### src/hw/rfc_cfg.svh
`ifndef RFC_CFG_SVH
`define RFC_CFG_SVH
// Register power-on values
`define RFC_RST_STATUS      16'h0000
`define RFC_RST_GENCFG      16'h8008
`define RFC_RST_FREQCORR    16'hc4f7
`define RFC_RST_TXCFG       16'h9800
`define RFC_RST_TXBYTE      16'hb8aa
`define RFC_RST_CARRIER     16'ha680
`define RFC_RST_RXCFG       16'h9080
`define RFC_RST_BBFILT      16'hc22c
`define RFC_RST_RXFIFO      16'hb000
`define RFC_RST_FIFORST     16'hca80
`define RFC_RST_SYNCPAT     16'hced4
`define RFC_RST_BITRATE     16'hc623
`define RFC_RST_PWRMGT      16'h8208
`define RFC_RST_WAKETMR     16'he196
`define RFC_RST_DUTYCYC     16'hc80e
`define RFC_RST_BATTCLK     16'hc000
`define RFC_RST_PLLCFG      16'hcc77
// Software reset command word
`define RFC_CMD_SOFT_RESET  16'hfe00
// Field positions
`define RFC_FRM_RESET_MODE  0
`define RFC_FRM_FILL_LSB    4
// Timing
`define RFC_CLK_MHZ         200
`define RFC_SOFT_RST_NS     250000
`define RFC_SOFT_RST_CYC    ((`RFC_SOFT_RST_NS * `RFC_CLK_MHZ) / 1000)
`endif

### src/hw/rfc_pkg.sv
`default_nettype none
package rfc_pkg;
   typedef logic [15:0] rfc_word_t;
   typedef enum logic [4:0] {
      RFC_R_GENCFG   = 5'h00,
      RFC_R_FREQCORR = 5'h01,
      RFC_R_TXCFG    = 5'h02,
      RFC_R_TXBYTE   = 5'h03,
      RFC_R_CARRIER  = 5'h04,
      RFC_R_RXCFG    = 5'h05,
      RFC_R_BBFILT   = 5'h06,
      RFC_R_FIFORST  = 5'h07,
      RFC_R_SYNCPAT  = 5'h08,
      RFC_R_BITRATE  = 5'h09,
      RFC_R_PWRMGT   = 5'h0a,
      RFC_R_WAKETMR  = 5'h0b,
      RFC_R_DUTYCYC  = 5'h0c,
      RFC_R_BATTCLK  = 5'h0d,
      RFC_R_PLLCFG   = 5'h0e,
      RFC_R_STATUS   = 5'h0f,
      RFC_R_RXFIFO   = 5'h10,
      RFC_R_SOFTRST  = 5'h11,
      RFC_R_NONE     = 5'h1f
   } rfc_reg_e;
   typedef enum logic [1:0] {
      RFC_ST_RUN  = 2'b00,
      RFC_ST_HOLD = 2'b01,
      RFC_ST_SOFT = 2'b10
   } rfc_rst_e;
endpackage
`default_nettype wire

### src/hw/rfc_spi_rx.sv
`default_nettype none
module rfc_spi_rx
   import rfc_pkg::*;
(
   input  wire logic       i_ref_clk,   // System clock
   input  wire logic       i_rst_n,     // Sync reset, active low
   input  wire logic       i_block,     // Discard words
   input  wire logic       i_sel_n,     // Serial select, active low
   input  wire logic       i_sck,       // Serial clock, sampled
   input  wire logic       i_sdi,       // Serial data in
   output logic            o_word_vld,  // Full word pulse
   output rfc_word_t       o_word       // Received word
);
   typedef struct packed {
      logic      sck_d;
      logic [4:0] cnt;
      rfc_word_t sh;
      logic      vld;
      rfc_word_t word;
   } rfc_spi_s;
   rfc_spi_s r, next_r;

   always_comb begin
      next_r     = r;
      next_r.vld = 1'b0;
      next_r.sck_d = i_sck;
      if (i_sel_n || i_block) begin
         next_r.cnt = 5'h00;
      end else if (i_sck && !r.sck_d) begin
         next_r.sh = {r.sh[14:0], i_sdi};
         if (r.cnt == 5'd15) begin
            // Act only on a complete word
            next_r.vld  = 1'b1;
            next_r.word = {r.sh[14:0], i_sdi};
            next_r.cnt  = 5'h00;
         end else begin
            next_r.cnt = r.cnt + 5'd1;
         end
      end
   end

   always_ff @(posedge i_ref_clk) begin
      if (!i_rst_n) begin
         r <= '0;
      end else begin
         r <= next_r;
      end
   end

   assign o_word_vld = r.vld;
   assign o_word     = r.word;
endmodule // rfc_spi_rx
`default_nettype wire

### src/hw/rfc_decode.sv
`default_nettype none
`include "rfc_cfg.svh"
module rfc_decode
   import rfc_pkg::*;
(
   input  wire rfc_word_t i_word,   // Command word
   output rfc_reg_e       o_reg     // Target register
);
   // Command code prefixes select the register
   always_comb begin
      o_reg = RFC_R_NONE;
      if (i_word == `RFC_CMD_SOFT_RESET)           o_reg = RFC_R_SOFTRST;
      else if (i_word[15:13] == 3'b111)            o_reg = RFC_R_WAKETMR;
      else if (i_word[15:12] == 4'ha)              o_reg = RFC_R_CARRIER;
      else if (i_word[15:11] == 5'b1_0010)         o_reg = RFC_R_RXCFG;
      else if (i_word[15:9]  == 7'b1_0011_00)      o_reg = RFC_R_TXCFG;
      else if (i_word[15:8] == 8'h00) o_reg = RFC_R_STATUS;
      else begin
         unique case (i_word[15:8])
            8'h80:   o_reg = RFC_R_GENCFG;
            8'hc4:   o_reg = RFC_R_FREQCORR;
            8'hb8:   o_reg = RFC_R_TXBYTE;
            8'hc2:   o_reg = RFC_R_BBFILT;
            8'hb0:   o_reg = RFC_R_RXFIFO;
            8'hca:   o_reg = RFC_R_FIFORST;
            8'hce:   o_reg = RFC_R_SYNCPAT;
            8'hc6:   o_reg = RFC_R_BITRATE;
            8'h82:   o_reg = RFC_R_PWRMGT;
            8'hc8:   o_reg = RFC_R_DUTYCYC;
            8'hc0:   o_reg = RFC_R_BATTCLK;
            8'hcc:   o_reg = RFC_R_PLLCFG;
            default: o_reg = RFC_R_NONE;
         endcase
      end
   end
endmodule // rfc_decode
`default_nettype wire

### src/hw/rfc_ctrl_regs.sv
// Notes on behaviour
// - Four reset sources: power-on, glitch, command, pin
// - Power-on restores all registers automatically
// - Commands discarded while any reset active
// - Glitch-sensitive mode default; bit0 selects normal
// - Every reset re-enables glitch-sensitive mode
// - Word FE00 resets only in sensitive mode
// - Software reset restores values, lasts 0.25 ms
// - Active-low open-drain reset pin resets registers
// - Command code bits select register, rest payload
// - Status flags from bit 15, zero after reset except bit 14, set by power-on
// - Power management low byte holds block enables
// - Fifo/reset register low byte field layout
`default_nettype none
`include "rfc_cfg.svh"
module rfc_ctrl_regs
   import rfc_pkg::*;
#(
   parameter int unsigned SOFT_RST_CYC = `RFC_SOFT_RST_CYC
) (
   input  wire logic  i_ref_clk,      // 200 MHz clock
   input  wire logic  i_rst_n,        // Sync reset, active low
   input  wire logic  i_por,          // Supply power-on event
   input  wire logic  i_glitch,       // Supply glitch detected
   input  wire logic  i_rst_pin,      // Reset pin level in
   output logic       o_rst_pin,      // Reset pin drive value
   output logic       o_rst_pin_oe,   // Reset pin drive enable
   input  wire logic  i_sel_n,        // Serial select, low
   input  wire logic  i_sck,          // Serial clock
   input  wire logic  i_sdi,          // Serial data in
   output logic       o_sdo,          // Serial data out
   input  wire logic  i_fifo_svc,     // Fifo service event
   input  wire logic  i_fifo_ovr,     // Fifo overrun event
   input  wire logic  i_wake_irq,     // Wake timer event
   input  wire logic [7:0] i_rx_data, // Received fifo byte
   output logic       o_in_reset,     // Any reset active
   output logic       o_sensitive,    // Sensitive mode, FE00 armed
   output rfc_word_t  o_status,       // Status word view
   output logic [7:0] o_pwr_en,       // Block enables
   output logic [3:0] o_fill_count,   // Fifo fill count
   output logic [3:0] o_fifo_ctl,     // Sync/fill bits, mode
   output rfc_word_t  o_gencfg,       // General config
   output rfc_word_t  o_freqcorr,     // Frequency correction
   output rfc_word_t  o_txcfg,        // Transmit config
   output rfc_word_t  o_txbyte,       // Transmit byte
   output rfc_word_t  o_carrier,      // Carrier frequency
   output rfc_word_t  o_rxcfg,        // Receive config
   output rfc_word_t  o_bbfilt,       // Baseband filter
   output rfc_word_t  o_syncpat,      // Sync pattern
   output rfc_word_t  o_bitrate,      // Bit rate
   output rfc_word_t  o_waketmr,      // Wake timer
   output rfc_word_t  o_dutycyc,      // Duty cycle
   output rfc_word_t  o_battclk,      // Battery and clock
   output rfc_word_t  o_pllcfg        // Synth loop config
);
   localparam logic [16:0] SOFT_LAST = 17'(SOFT_RST_CYC - 1);

   typedef struct packed {
      rfc_rst_e    st;
      logic        sck_d;
      logic [16:0] cnt;
      logic        por_flag;
      logic        svc_flag;
      logic        ovr_flag;
      logic        wake_flag;
      rfc_word_t   sh_out;
      rfc_word_t   gencfg, freqcorr, txcfg, txbyte, carrier, rxcfg;
      rfc_word_t   bbfilt, fiforst, syncpat, bitrate, pwrmgt;
      rfc_word_t   waketmr, dutycyc, battclk, pllcfg;
   } rfc_ctl_s;
   rfc_ctl_s r, next_r;

   logic      word_vld;
   rfc_word_t word;
   rfc_reg_e  target;
   logic      hw_reset;
   logic      block;
   logic      rd_status;

   // ************************************************
   // Reset sources
   // ************************************************
   // Pin is open drain: never driven high, sensed only
   assign o_rst_pin    = 1'b0;
   assign o_rst_pin_oe = 1'b0;
   assign hw_reset = i_por || i_glitch || !i_rst_pin;
   assign block    = hw_reset || (r.st != RFC_ST_RUN);

   // ************************************************
   // Serial receive and decode
   // ************************************************
   rfc_spi_rx u_spi (
      .i_ref_clk  (i_ref_clk),
      .i_rst_n    (i_rst_n),
      .i_block    (block),
      .i_sel_n    (i_sel_n),
      .i_sck      (i_sck),
      .i_sdi      (i_sdi),
      .o_word_vld (word_vld),
      .o_word     (word)
   );

   rfc_decode u_dec (
      .i_word (word),
      .o_reg  (target)
   );

   assign rd_status = word_vld && !block && (target == RFC_R_STATUS);

   // ************************************************
   // Register update
   // ************************************************
   always_comb begin
      next_r = r;
      next_r.sck_d = i_sck;
      // Set wins over clear on status flags
      if (rd_status) begin
         next_r.por_flag  = 1'b0;
         next_r.svc_flag  = 1'b0;
         next_r.ovr_flag  = 1'b0;
         next_r.wake_flag = 1'b0;
      end
      if (i_fifo_svc) next_r.svc_flag  = 1'b1;
      if (i_fifo_ovr) next_r.ovr_flag  = 1'b1;
      if (i_wake_irq) next_r.wake_flag = 1'b1;
      if (i_sel_n) begin
         next_r.sh_out = '0;
      end else if (!i_sck && r.sck_d) begin
         next_r.sh_out = {r.sh_out[14:0], 1'b0};
      end
      unique case (r.st)
         RFC_ST_RUN: begin
            if (word_vld && !hw_reset) begin
               unique case (target)
                  RFC_R_GENCFG:   next_r.gencfg   = word;
                  RFC_R_FREQCORR: next_r.freqcorr = word;
                  RFC_R_TXCFG:    next_r.txcfg    = word;
                  RFC_R_TXBYTE:   next_r.txbyte   = word;
                  RFC_R_CARRIER:  next_r.carrier  = word;
                  RFC_R_RXCFG:    next_r.rxcfg    = word;
                  RFC_R_BBFILT:   next_r.bbfilt   = word;
                  RFC_R_FIFORST:  next_r.fiforst  = word;
                  RFC_R_SYNCPAT:  next_r.syncpat  = word;
                  RFC_R_BITRATE:  next_r.bitrate  = word;
                  RFC_R_PWRMGT:   next_r.pwrmgt   = word;
                  RFC_R_WAKETMR:  next_r.waketmr  = word;
                  RFC_R_DUTYCYC:  next_r.dutycyc  = word;
                  RFC_R_BATTCLK:  next_r.battclk  = word;
                  RFC_R_PLLCFG:   next_r.pllcfg   = word;
                  RFC_R_STATUS: begin
                     next_r.sh_out = o_status;
                  end
                  RFC_R_RXFIFO: begin
                     next_r.sh_out = {8'h00, i_rx_data};
                  end
                  RFC_R_SOFTRST: begin
                     // Only armed in sensitive mode
                     if (!r.fiforst[`RFC_FRM_RESET_MODE]) begin
                        next_r.st  = RFC_ST_SOFT;
                        next_r.cnt = '0;
                     end
                  end
                  default: ;
               endcase
            end
         end
         RFC_ST_HOLD: begin
            if (!hw_reset) next_r.st = RFC_ST_RUN;
         end
         RFC_ST_SOFT: begin
            if (r.cnt == SOFT_LAST) begin
               next_r.st = RFC_ST_RUN;
            end else begin
               next_r.cnt = r.cnt + 17'd1;
            end
         end
         default: next_r.st = RFC_ST_HOLD;
      endcase
      // All resets reload power-on values
      if (hw_reset || next_r.st == RFC_ST_SOFT) begin
         next_r.gencfg   = `RFC_RST_GENCFG;
         next_r.freqcorr = `RFC_RST_FREQCORR;
         next_r.txcfg    = `RFC_RST_TXCFG;
         next_r.txbyte   = `RFC_RST_TXBYTE;
         next_r.carrier  = `RFC_RST_CARRIER;
         next_r.rxcfg    = `RFC_RST_RXCFG;
         next_r.bbfilt   = `RFC_RST_BBFILT;
         next_r.fiforst  = `RFC_RST_FIFORST;
         next_r.syncpat  = `RFC_RST_SYNCPAT;
         next_r.bitrate  = `RFC_RST_BITRATE;
         next_r.pwrmgt   = `RFC_RST_PWRMGT;
         next_r.waketmr  = `RFC_RST_WAKETMR;
         next_r.dutycyc  = `RFC_RST_DUTYCYC;
         next_r.battclk  = `RFC_RST_BATTCLK;
         next_r.pllcfg   = `RFC_RST_PLLCFG;
         next_r.svc_flag  = 1'b0;
         next_r.ovr_flag  = 1'b0;
         next_r.wake_flag = 1'b0;
         next_r.por_flag  = 1'b0;
         next_r.sh_out    = '0;
      end
      if (hw_reset) begin
         next_r.st = RFC_ST_HOLD;
      end
      if (i_por) next_r.por_flag = 1'b1;
   end

   always_ff @(posedge i_ref_clk) begin
      if (!i_rst_n) begin
         r          <= '0;
         r.st       <= RFC_ST_HOLD;
         r.gencfg   <= `RFC_RST_GENCFG;
         r.freqcorr <= `RFC_RST_FREQCORR;
         r.txcfg    <= `RFC_RST_TXCFG;
         r.txbyte   <= `RFC_RST_TXBYTE;
         r.carrier  <= `RFC_RST_CARRIER;
         r.rxcfg    <= `RFC_RST_RXCFG;
         r.bbfilt   <= `RFC_RST_BBFILT;
         r.fiforst  <= `RFC_RST_FIFORST;
         r.syncpat  <= `RFC_RST_SYNCPAT;
         r.bitrate  <= `RFC_RST_BITRATE;
         r.pwrmgt   <= `RFC_RST_PWRMGT;
         r.waketmr  <= `RFC_RST_WAKETMR;
         r.dutycyc  <= `RFC_RST_DUTYCYC;
         r.battclk  <= `RFC_RST_BATTCLK;
         r.pllcfg   <= `RFC_RST_PLLCFG;
      end else begin
         r <= next_r;
      end
   end

   // ************************************************
   // Outputs
   // ************************************************
   assign o_status = {r.svc_flag, r.por_flag, r.ovr_flag, r.wake_flag,
                      12'h000};
   assign o_sdo        = r.sh_out[15];
   assign o_in_reset   = block;
   assign o_sensitive  = !r.fiforst[`RFC_FRM_RESET_MODE];
   assign o_pwr_en     = r.pwrmgt[7:0];
   assign o_fill_count = r.fiforst[`RFC_FRM_FILL_LSB +: 4];
   assign o_fifo_ctl   = r.fiforst[3:0];
   assign o_gencfg     = r.gencfg;
   assign o_freqcorr   = r.freqcorr;
   assign o_txcfg      = r.txcfg;
   assign o_txbyte     = r.txbyte;
   assign o_carrier    = r.carrier;
   assign o_rxcfg      = r.rxcfg;
   assign o_bbfilt     = r.bbfilt;
   assign o_syncpat    = r.syncpat;
   assign o_bitrate    = r.bitrate;
   assign o_waketmr    = r.waketmr;
   assign o_dutycyc    = r.dutycyc;
   assign o_battclk    = r.battclk;
   assign o_pllcfg     = r.pllcfg;
endmodule // rfc_ctrl_regs
`default_nettype wire

### config.mk
export PLATFORM = sky130hd
export DESIGN_NAME = rfc_ctrl_regs
export DESIGN_NICKNAME = d
export VERILOG_FILES = /design/src/hw/rfc_pkg.sv /design/src/hw/rfc_spi_rx.sv /design/src/hw/rfc_decode.sv /design/src/hw/rfc_ctrl_regs.sv
export VERILOG_INCLUDE_DIRS = /design/src /design/src/hw
export SDC_FILE = /design/constraint.sdc
export NUM_CORES = 1
export LEC_CHECK = 0
export BUFFER_PORTS_ARGS = -buffer_cell sky130_fd_sc_hd__buf_2
export CORE_AREA = 10 10 217 198
export CTS_CLUSTER_DIAMETER = 100
export DETAILED_ROUTE_END_ITERATION = 7
export DIE_AREA = 0 0 227 208
export PLACE_DENSITY = 0.57
export SYNTH_ARGS = -nofsm -noshare
export SYNTH_HDL_FRONTEND = slang
export SYNTH_SLANG_ARGS = --single-unit
export TNS_END_PERCENT = 50
### constraint.sdc
create_clock -name i_ref_clk -period 3.13 [get_ports i_ref_clk]
set_input_delay 0.1565 -clock i_ref_clk [delete_from_list [all_inputs] [get_ports i_ref_clk]]
set_output_delay 0.1565 -clock i_ref_clk [all_outputs]
set_load 0.02 [all_outputs]
==> impl_results.md, run 1 <==
- Overflow after GRT: 0
- Hold/Removal Path Class: primary input to register
- GR Util All Layers: 15.3%
- CP endpoint kind: register
- Final hold vios: 0
- Row cnt: 68
- Vias in the first global route: 9281
- Final setup skew: 25.6 ps
- Startpoint Class: register
- Most instantiated cells after synthesis: dfxtp_1, buf_4, mux2i_1, nand3_1, nor3_1
- Crit path required time: 3570 ps
- Status: completed
- Unique cell type count in the Yosys netlist: 63
- Post-Route WL: 38.2 mm
- Slew margin rel.: 33.4%
- Critical path's largest stage delay: 570 ps
- Dominant cell type by area after synthesis: dfxtp_1
- Share of flip-flops with an asynchronous set or reset: 0%
- Tightest Pin Transition: 991 ps
- Clk Latency, worst-skew pair: 570 ps
- ANT cells: 0
- IO Pins: 264
- Post-DRT Antenna Nets: 0
- Most used cell, CP: nor2b_1
- Final Cycle Share: 96.8%
- Initial Utilization: 34.8%
- Placed Instance Area: 0.0137 mm²
- Power Density: 528 mW/mm²
- Mean post-synth cell area: 9.68 µm²
- Fillers: 3799
- DR WL met2: 17.4 mm
- Initial antenna violation count: 0
- Final setup vio count: 0
- Count leader, synth: dfxtp_1
- Finished Cell Area: 0.0149 mm²
- Largest net degree at the start of global routing: 46
- Area growth from synthesis to layout: 12.2%
- Via-to-Cell Ratio: 4.92
- Vias: 9532
- Fmax: 330 MHz
- CP cell instances: nor2b_1 > o2111ai_1 > a311oi_1 > nor2b_1 > nand3_1 > buf_12 > and3_1
- Flip-flop and latch area: 0.00603 mm²
- Root buffer selected by CTS: clkbuf_16
- Tmin final: 3030 ps
- Synth top area share: 45.4%
- WL met1: 17.4 mm
- Final Power: 7.88 mW
- Max-cap violations: 0
- CTS tree: done
- Met3 WL: 2.73 mm
- Iteration-0 DRC count of the detailed router: 700
- First-pass GRT wire length: 57.4 mm
- LEAKAGE: 6.60 nW
- Finished Layout Cells: 1936
- Final core occ: 39.0%
- Top cells by area, synth: dfxtp_1, buf_4, mux2i_1
- Post-detailed-route wirelength per cell: 19.7 µm
- First-pass iteration count of the detailed router: 5
- Number of setup buffers added after CTS: 0
- Drc violations: 0
- Slew Limit Fails: 0
- IO Port Bufs: 249
- EDFF count, synth: 0
- Synth Register Bits: 301
- Die area: 0.0472 mm²
- Setup TNS: 0 ps
- Placed cell count: 1861
- Final RePlAce weighted congestion: 0.854
- Core area: 0.0382 mm²
- Die W: 227 µm
- Clk sinks: 301
- CP max stage cell: a311oi_1
- Top layer used by detailed routing: met4
- Final #Nets: 1442
- H-tree depth reported by CTS: 1
- Worst-path clk slew: 60 ps
- Die H: 208 µm
- RSZ-0062 raised after global routing: false
- Synth warn: 0
- DP Wirelength: 27.3 mm
- Mapped Cells: 1373
- Setup Crit Path Kind: register to register
- Layout cells sized above 1: 27.1%
- Most used DFF post-synth: dfxtp_1
- Worst EP arrival: 3470 ps
- CTS buffer count: 31
- CTS max path bufs: 3
- Peak supply drop: 0.000411 V
- Multi-input gate area: 0.00512 mm²
- Sequential fraction of the synthesis area: 45.4%
- CP max FO: 16
- Synthesized cell area: 0.0133 mm²
==> worst paths after layout <==
kind | from | to | slack, ps | cells after the start
worst max-delay path | u_spi.o_word[15] | o_txcfg[14] | 100 | 7
worst min-delay path | i_rst_n | u_spi.r[17] | 30 | 2
worst max register to register | u_spi.o_word[15] | o_txcfg[14] | 100 | 7
worst min register to register | o_freqcorr[10] | o_freqcorr[10] | 440 | 1
==> cell families after synthesis <==
| group | after synthesis | synth area share, % |
|---|---|---|
| AO/OA/AOI/OAI | 89 | 5.11 |
| XOR/XNOR | 12 | 0.791 |
| adder cells (fa/ha/maj) | 2 | 0.188 |
| buffers and inverters | 345 | 16.9 |
| flip-flops | 301 | 45.4 |
| multiplexers | 165 | 12.5 |
| other | 1 | 0.0282 |
| AND/OR/NAND/NOR | 458 | 19.1 |
==> worst max-delay path: cells and delay by family, from the launching register on <==
kind,cells,cell delay [ps]
simple gates,4,1300
compound gates,2,820
flops,1,550
buf+inv,1,240
==> area by class of cell <==
cell class	count	share of cell area, %
Tap cell	490	4.11
Clock buffer	45	5.96
Sequential cell	301	40.4
Clock inverter	13	1.32
Inverter	14	0.352
Multi-Input combinational cell	740	34.3
Timing Repair Buffer	333	13.5
==> registers in the layout (all words and copies together), names as in the netlist, 8 cells and up <==
name          flops
r                34
u_spi.r          21
o_battclk        16
o_bbfilt         16
o_bitrate        16
o_carrier        16
o_dutycyc        16
o_freqcorr       16
o_gencfg         16
o_pllcfg         16
o_rxcfg          16
o_syncpat        16
o_txbyte         16
o_txcfg          16
o_waketmr        16
u_spi.o_word     16
o_pwr_en          8
==> power breakdown <==
group	internal [mW]	total [mW]	switching (mW)	leakage, nW
clock	2.38	3.91	1.54	0.533
combinational	0.0447	0.126	0.0812	3.64
sequential	3.83	3.84	0.00227	2.43
total	6.25	7.88	1.62	6.60
==> cells in the final DEF, fill, tap and decap left out, drive strengths merged, types with 8 or more instances in the layout <==
master,netlist,layout
dfxtp,301,301
and3,54,54
inv,14,15
nor2,33,33
a21boi,15,15
or3,19,19
buf,278,316
mux2i,160,160
nand3,124,124
nor2b,28,28
dlygate4sd3,0,17
a21oi,12,12
nand3b,30,30
nand4,10,10
nor3,65,65
o32ai,8,8
conb,1,14
xnor2,11,11
clkbuf,53,45
nand2,56,56
o21ai,10,10
==> per-stage QoR <==
stage | setup slack, ps | hold WS, ps
4_1_cts | 204 | 0.142
6_report | 101 | 29.7
3_3_place_gp | 231 | 362
2_1_floorplan | 554 | 265
5_1_grt | 32.9 | 26.2
3_5_place_dp | 233 | 362
==> timing repair <==
item | in CTS | in global routing
resized for setup | 0 | 1
endpoints found under the setup margin | 0 | 3
hold buffers | 17 | 0
hold endpoints to repair | 16 | 0
==> metal layers <==
layer / global-route usage, % / up-vias
met2: 24.4 / 285
li1: - / 4627
met4: 3.14 / 0
met5: 0 / -
met1: 20.4 / 4580
met3: 4.12 / 40
Note: power is estimated with default switching activity, not from simulation.
==> run 2: changes to the inputs <==
--- a/config.mk
+++ b/config.mk
@@ -7,11 +7,11 @@
 export NUM_CORES = 1
 export LEC_CHECK = 0
 export BUFFER_PORTS_ARGS = -buffer_cell sky130_fd_sc_hd__buf_2
-export CORE_AREA = 10 10 217 198
+export CORE_AREA = 10 10 241 220
 export CTS_CLUSTER_DIAMETER = 100
 export DETAILED_ROUTE_END_ITERATION = 7
-export DIE_AREA = 0 0 227 208
-export PLACE_DENSITY = 0.57
+export DIE_AREA = 0 0 251 230
+export PLACE_DENSITY = 0.48
 export SYNTH_ARGS = -nofsm -noshare
 export SYNTH_HDL_FRONTEND = slang
 export SYNTH_SLANG_ARGS = --single-unit
==> run 2 against run 1 <==
Against the previous run:
- core utilization fell by 7.1 points
- hold slack better by 7.3 ps
- global-route usage shrank 1.8 points
- wire length grew 6.6%
- design area is 2.1% higher
- combinational power about the same
- final cell count rose by 7.2%
- total power increased by 6.3%
- die area up 22%
- critical endpoint is now o_pllcfg[1]
- largest cell class unchanged
- highest routed layer unchanged
==> impl_results.md, run 2 (synthesis gave the netlist of run 1 again) <==
- FF-to-FF setup slack: 110 ps (about the same)
- Largest regs: r: 34 flops, u_spi.r: 21 flops
- Slew Limit Fails: 0 (unchanged)
- ANT cells: 0 (unchanged)
- Via-to-Cell Ratio: 4.61 (-6.3%)
- Final hold vios: 0 (unchanged)
- Commonest cells after routing, fill and taps aside: dfxtp_1, buf_2, mux2i_1
- Largest register FFs: 34 (unchanged)
- Tightest Pin Transition: 1110 ps (+119 ps)
- Core area: 0.0476 mm² (+25%)
- Max-cap violations: 0 (unchanged)
- CTS buffer count: 36 (+16%)
- WP buf/inv: 1 (unchanged)
- Clk sinks: 301 (unchanged)
- Post-detailed-route wirelength per cell: 19.6 µm (-0.54%)
- Worst EP arrival: 3380 ps (-90 ps)
- CP cell instances: and4bb_2 > a211oi_1 > o21ba_2 > or4_1 > or3_1 > buf_4 > mux2i_1
- Finished Cell Area: 0.0152 mm² (+2.1%)
- Reg with most FFs: r
- Drc violations: 0 (unchanged)
- IO Port Bufs: 249 (unchanged)
- Critical path's largest stage delay: 700 ps (+130 ps)
- Post-DRT Antenna Nets: 0 (unchanged)
- Row cnt: 76 (+12%)
- Vias: 9578 (+0.48%)
- LEAKAGE: 6.67 nW (+1.1%)
- Area growth from synthesis to layout: 14.7%
- Clk Latency, worst-skew pair: 540 ps (-30 ps)
- Peak supply drop: 0.000288 V (-30%)
- Post-Route WL: 40.7 mm (+6.6%)
- Tmin final: 3020 ps (-7.55 ps)
- Setup Crit Path Kind: register to register
- Die W: 251 µm (+11%)
- H-tree depth reported by CTS: 2 (+1)
- Initial antenna violation count: 0 (unchanged)
- First-pass iteration count of the detailed router: 7 (+2)
- Overflow after GRT: 0 (unchanged)
- Final RePlAce weighted congestion: 0.844 (-1.2%)
- CP endpoint kind: register
- Number of setup buffers added after CTS: 0 (unchanged)
- Worst-path clk slew: 60 ps (about the same)
- Layout cells sized above 1: 27.8% (+0.65 points)
- Status: completed
- CP max FO: 17 (+1)
- Final #Nets: 1446 (+0.28%)
- Placed Instance Area: 0.0138 mm² (+1.2%)
- Vias in the first global route: 9422 (+1.5%)
- Iteration-0 DRC count of the detailed router: 616 (-12%)
- Final Cycle Share: 96.5% (-0.24 points)
- Final Power: 8.37 mW (+6.3%)
- Setup TNS: 0 ps (unchanged)
- CTS max path bufs: 3 (unchanged)
- RSZ-0062 raised after global routing: false
- Final setup skew: 23.0 ps (-2.55 ps)
- Hold/Removal Path Class: primary input to register
- DP Wirelength: 29.0 mm (+6.0%)
- Fmax: 331 MHz (+0.25%)
- First-pass GRT wire length: 60.9 mm (+6.2%)
- Final setup vio count: 0 (unchanged)
- Startpoint Class: register
- Root buffer selected by CTS: clkbuf_16
- Worst path top cell family by delay: simple AND/OR/NAND/NOR gates
- Crit path required time: 3490 ps (-80 ps)
- CTS tree: done
- Die area: 0.0577 mm² (+22%)
- Power Density: 550 mW/mm² (+4.1%)
- Most common cell after layout, fill and taps aside: dfxtp_1
- Slew margin rel.: 25.4% (-8.0 points)
- Largest net degree at the start of global routing: 74 (+61%)
- CP max stage cell: dfxtp_1
- GR Util All Layers: 13.5% (-1.8 points)
- IO Pins: 264 (unchanged)
- Initial Utilization: 27.9% (-6.9 points)
- Die H: 230 µm (+11%)
-- run 2: cell count changes in the layout (fill, tap and decap cells not counted), sizes merged --
| cell | delta |
|---|---|
| dlygate4sd3 | -1 |
| clkbuf | +3 |
| inv | +1 |
| clkinv | +2 |
| clkinvlp | +1 |
-- run 2: path summary, 6_finish.rpt --
path / startpoint / to / cells past startpoint
worst max register to register: u_spi.o_word[13] / o_pllcfg[1] / 7
worst min register to register: o_syncpat[11] / o_syncpat[11] / 1
worst max-delay path: u_spi.o_word[13] / o_pllcfg[1] / 7
worst min-delay path: i_rst_n / r[279] / 3
-- run 2: final cells by class --
class	count	area, µm²
clock inverter	17	234
inverter	14	52.6
tap	624	781
multi-input combinational	740	5110
timing repair buffer	332	2010
fill	4881	32400
clock buffer	48	1020
sequential	301	6030
-- run 2: layer usage --
layer | GRT usage, % | part of all wire, % | wire, µm | up-vias
met3 | 3.78 | 6.6 | 2710 | 52
li1 | - | - | - | 4639
met1 | 18.1 | 47 | 19200 | 4599
met4 | 4.44 | 2.2 | 916 | 0
met5 | 0 | 0 | 0 | -
met2 | 20.4 | 44 | 17900 | 288
-- run 2: worst register-to-register path, cell delays in order (launching register included) --
cell and delay (ps):
dfxtp_1 700, and4bb_2 350, a211oi_1 80, o21ba_2 250, or4_1 700, or3_1 400
buf_4 220, mux2i_1 140
-- run 2: where the power goes --
part | total [mW] | internal (mW) | switching [mW]
logic | 0.129 | 0.0447 | 0.0839
registers | 3.84 | 3.83 | 0.00179
clock network | 4.41 | 2.71 | 1.70
-- run 2: per-stage QoR --
| step | setup WS [ps] | instances | util (%) | hold slack (ps) |
|---|---|---|---|---|
| after global placement | 205 | 1995 | 29.0 | 362 |
| after global routing | 0.455 | 2076 | 32.0 | 46.0 |
| after CTS | 87.9 | 2076 | 32.0 | 5.82 |
| after floorplan | 554 | 1386 | - | 265 |
| final | 109 | 2076 | 32.0 | 37.0 |
| after detailed placement | 142 | 1995 | 29.0 | 364 |
-- run 2: timing repair --
action | 4_1_cts | 5_1_grt
hold endpoints to repair | 15 | 0
hold buffers | 16 | 0
gates resized for setup | 0 | 2
setup endpoints to repair | 0 | 16
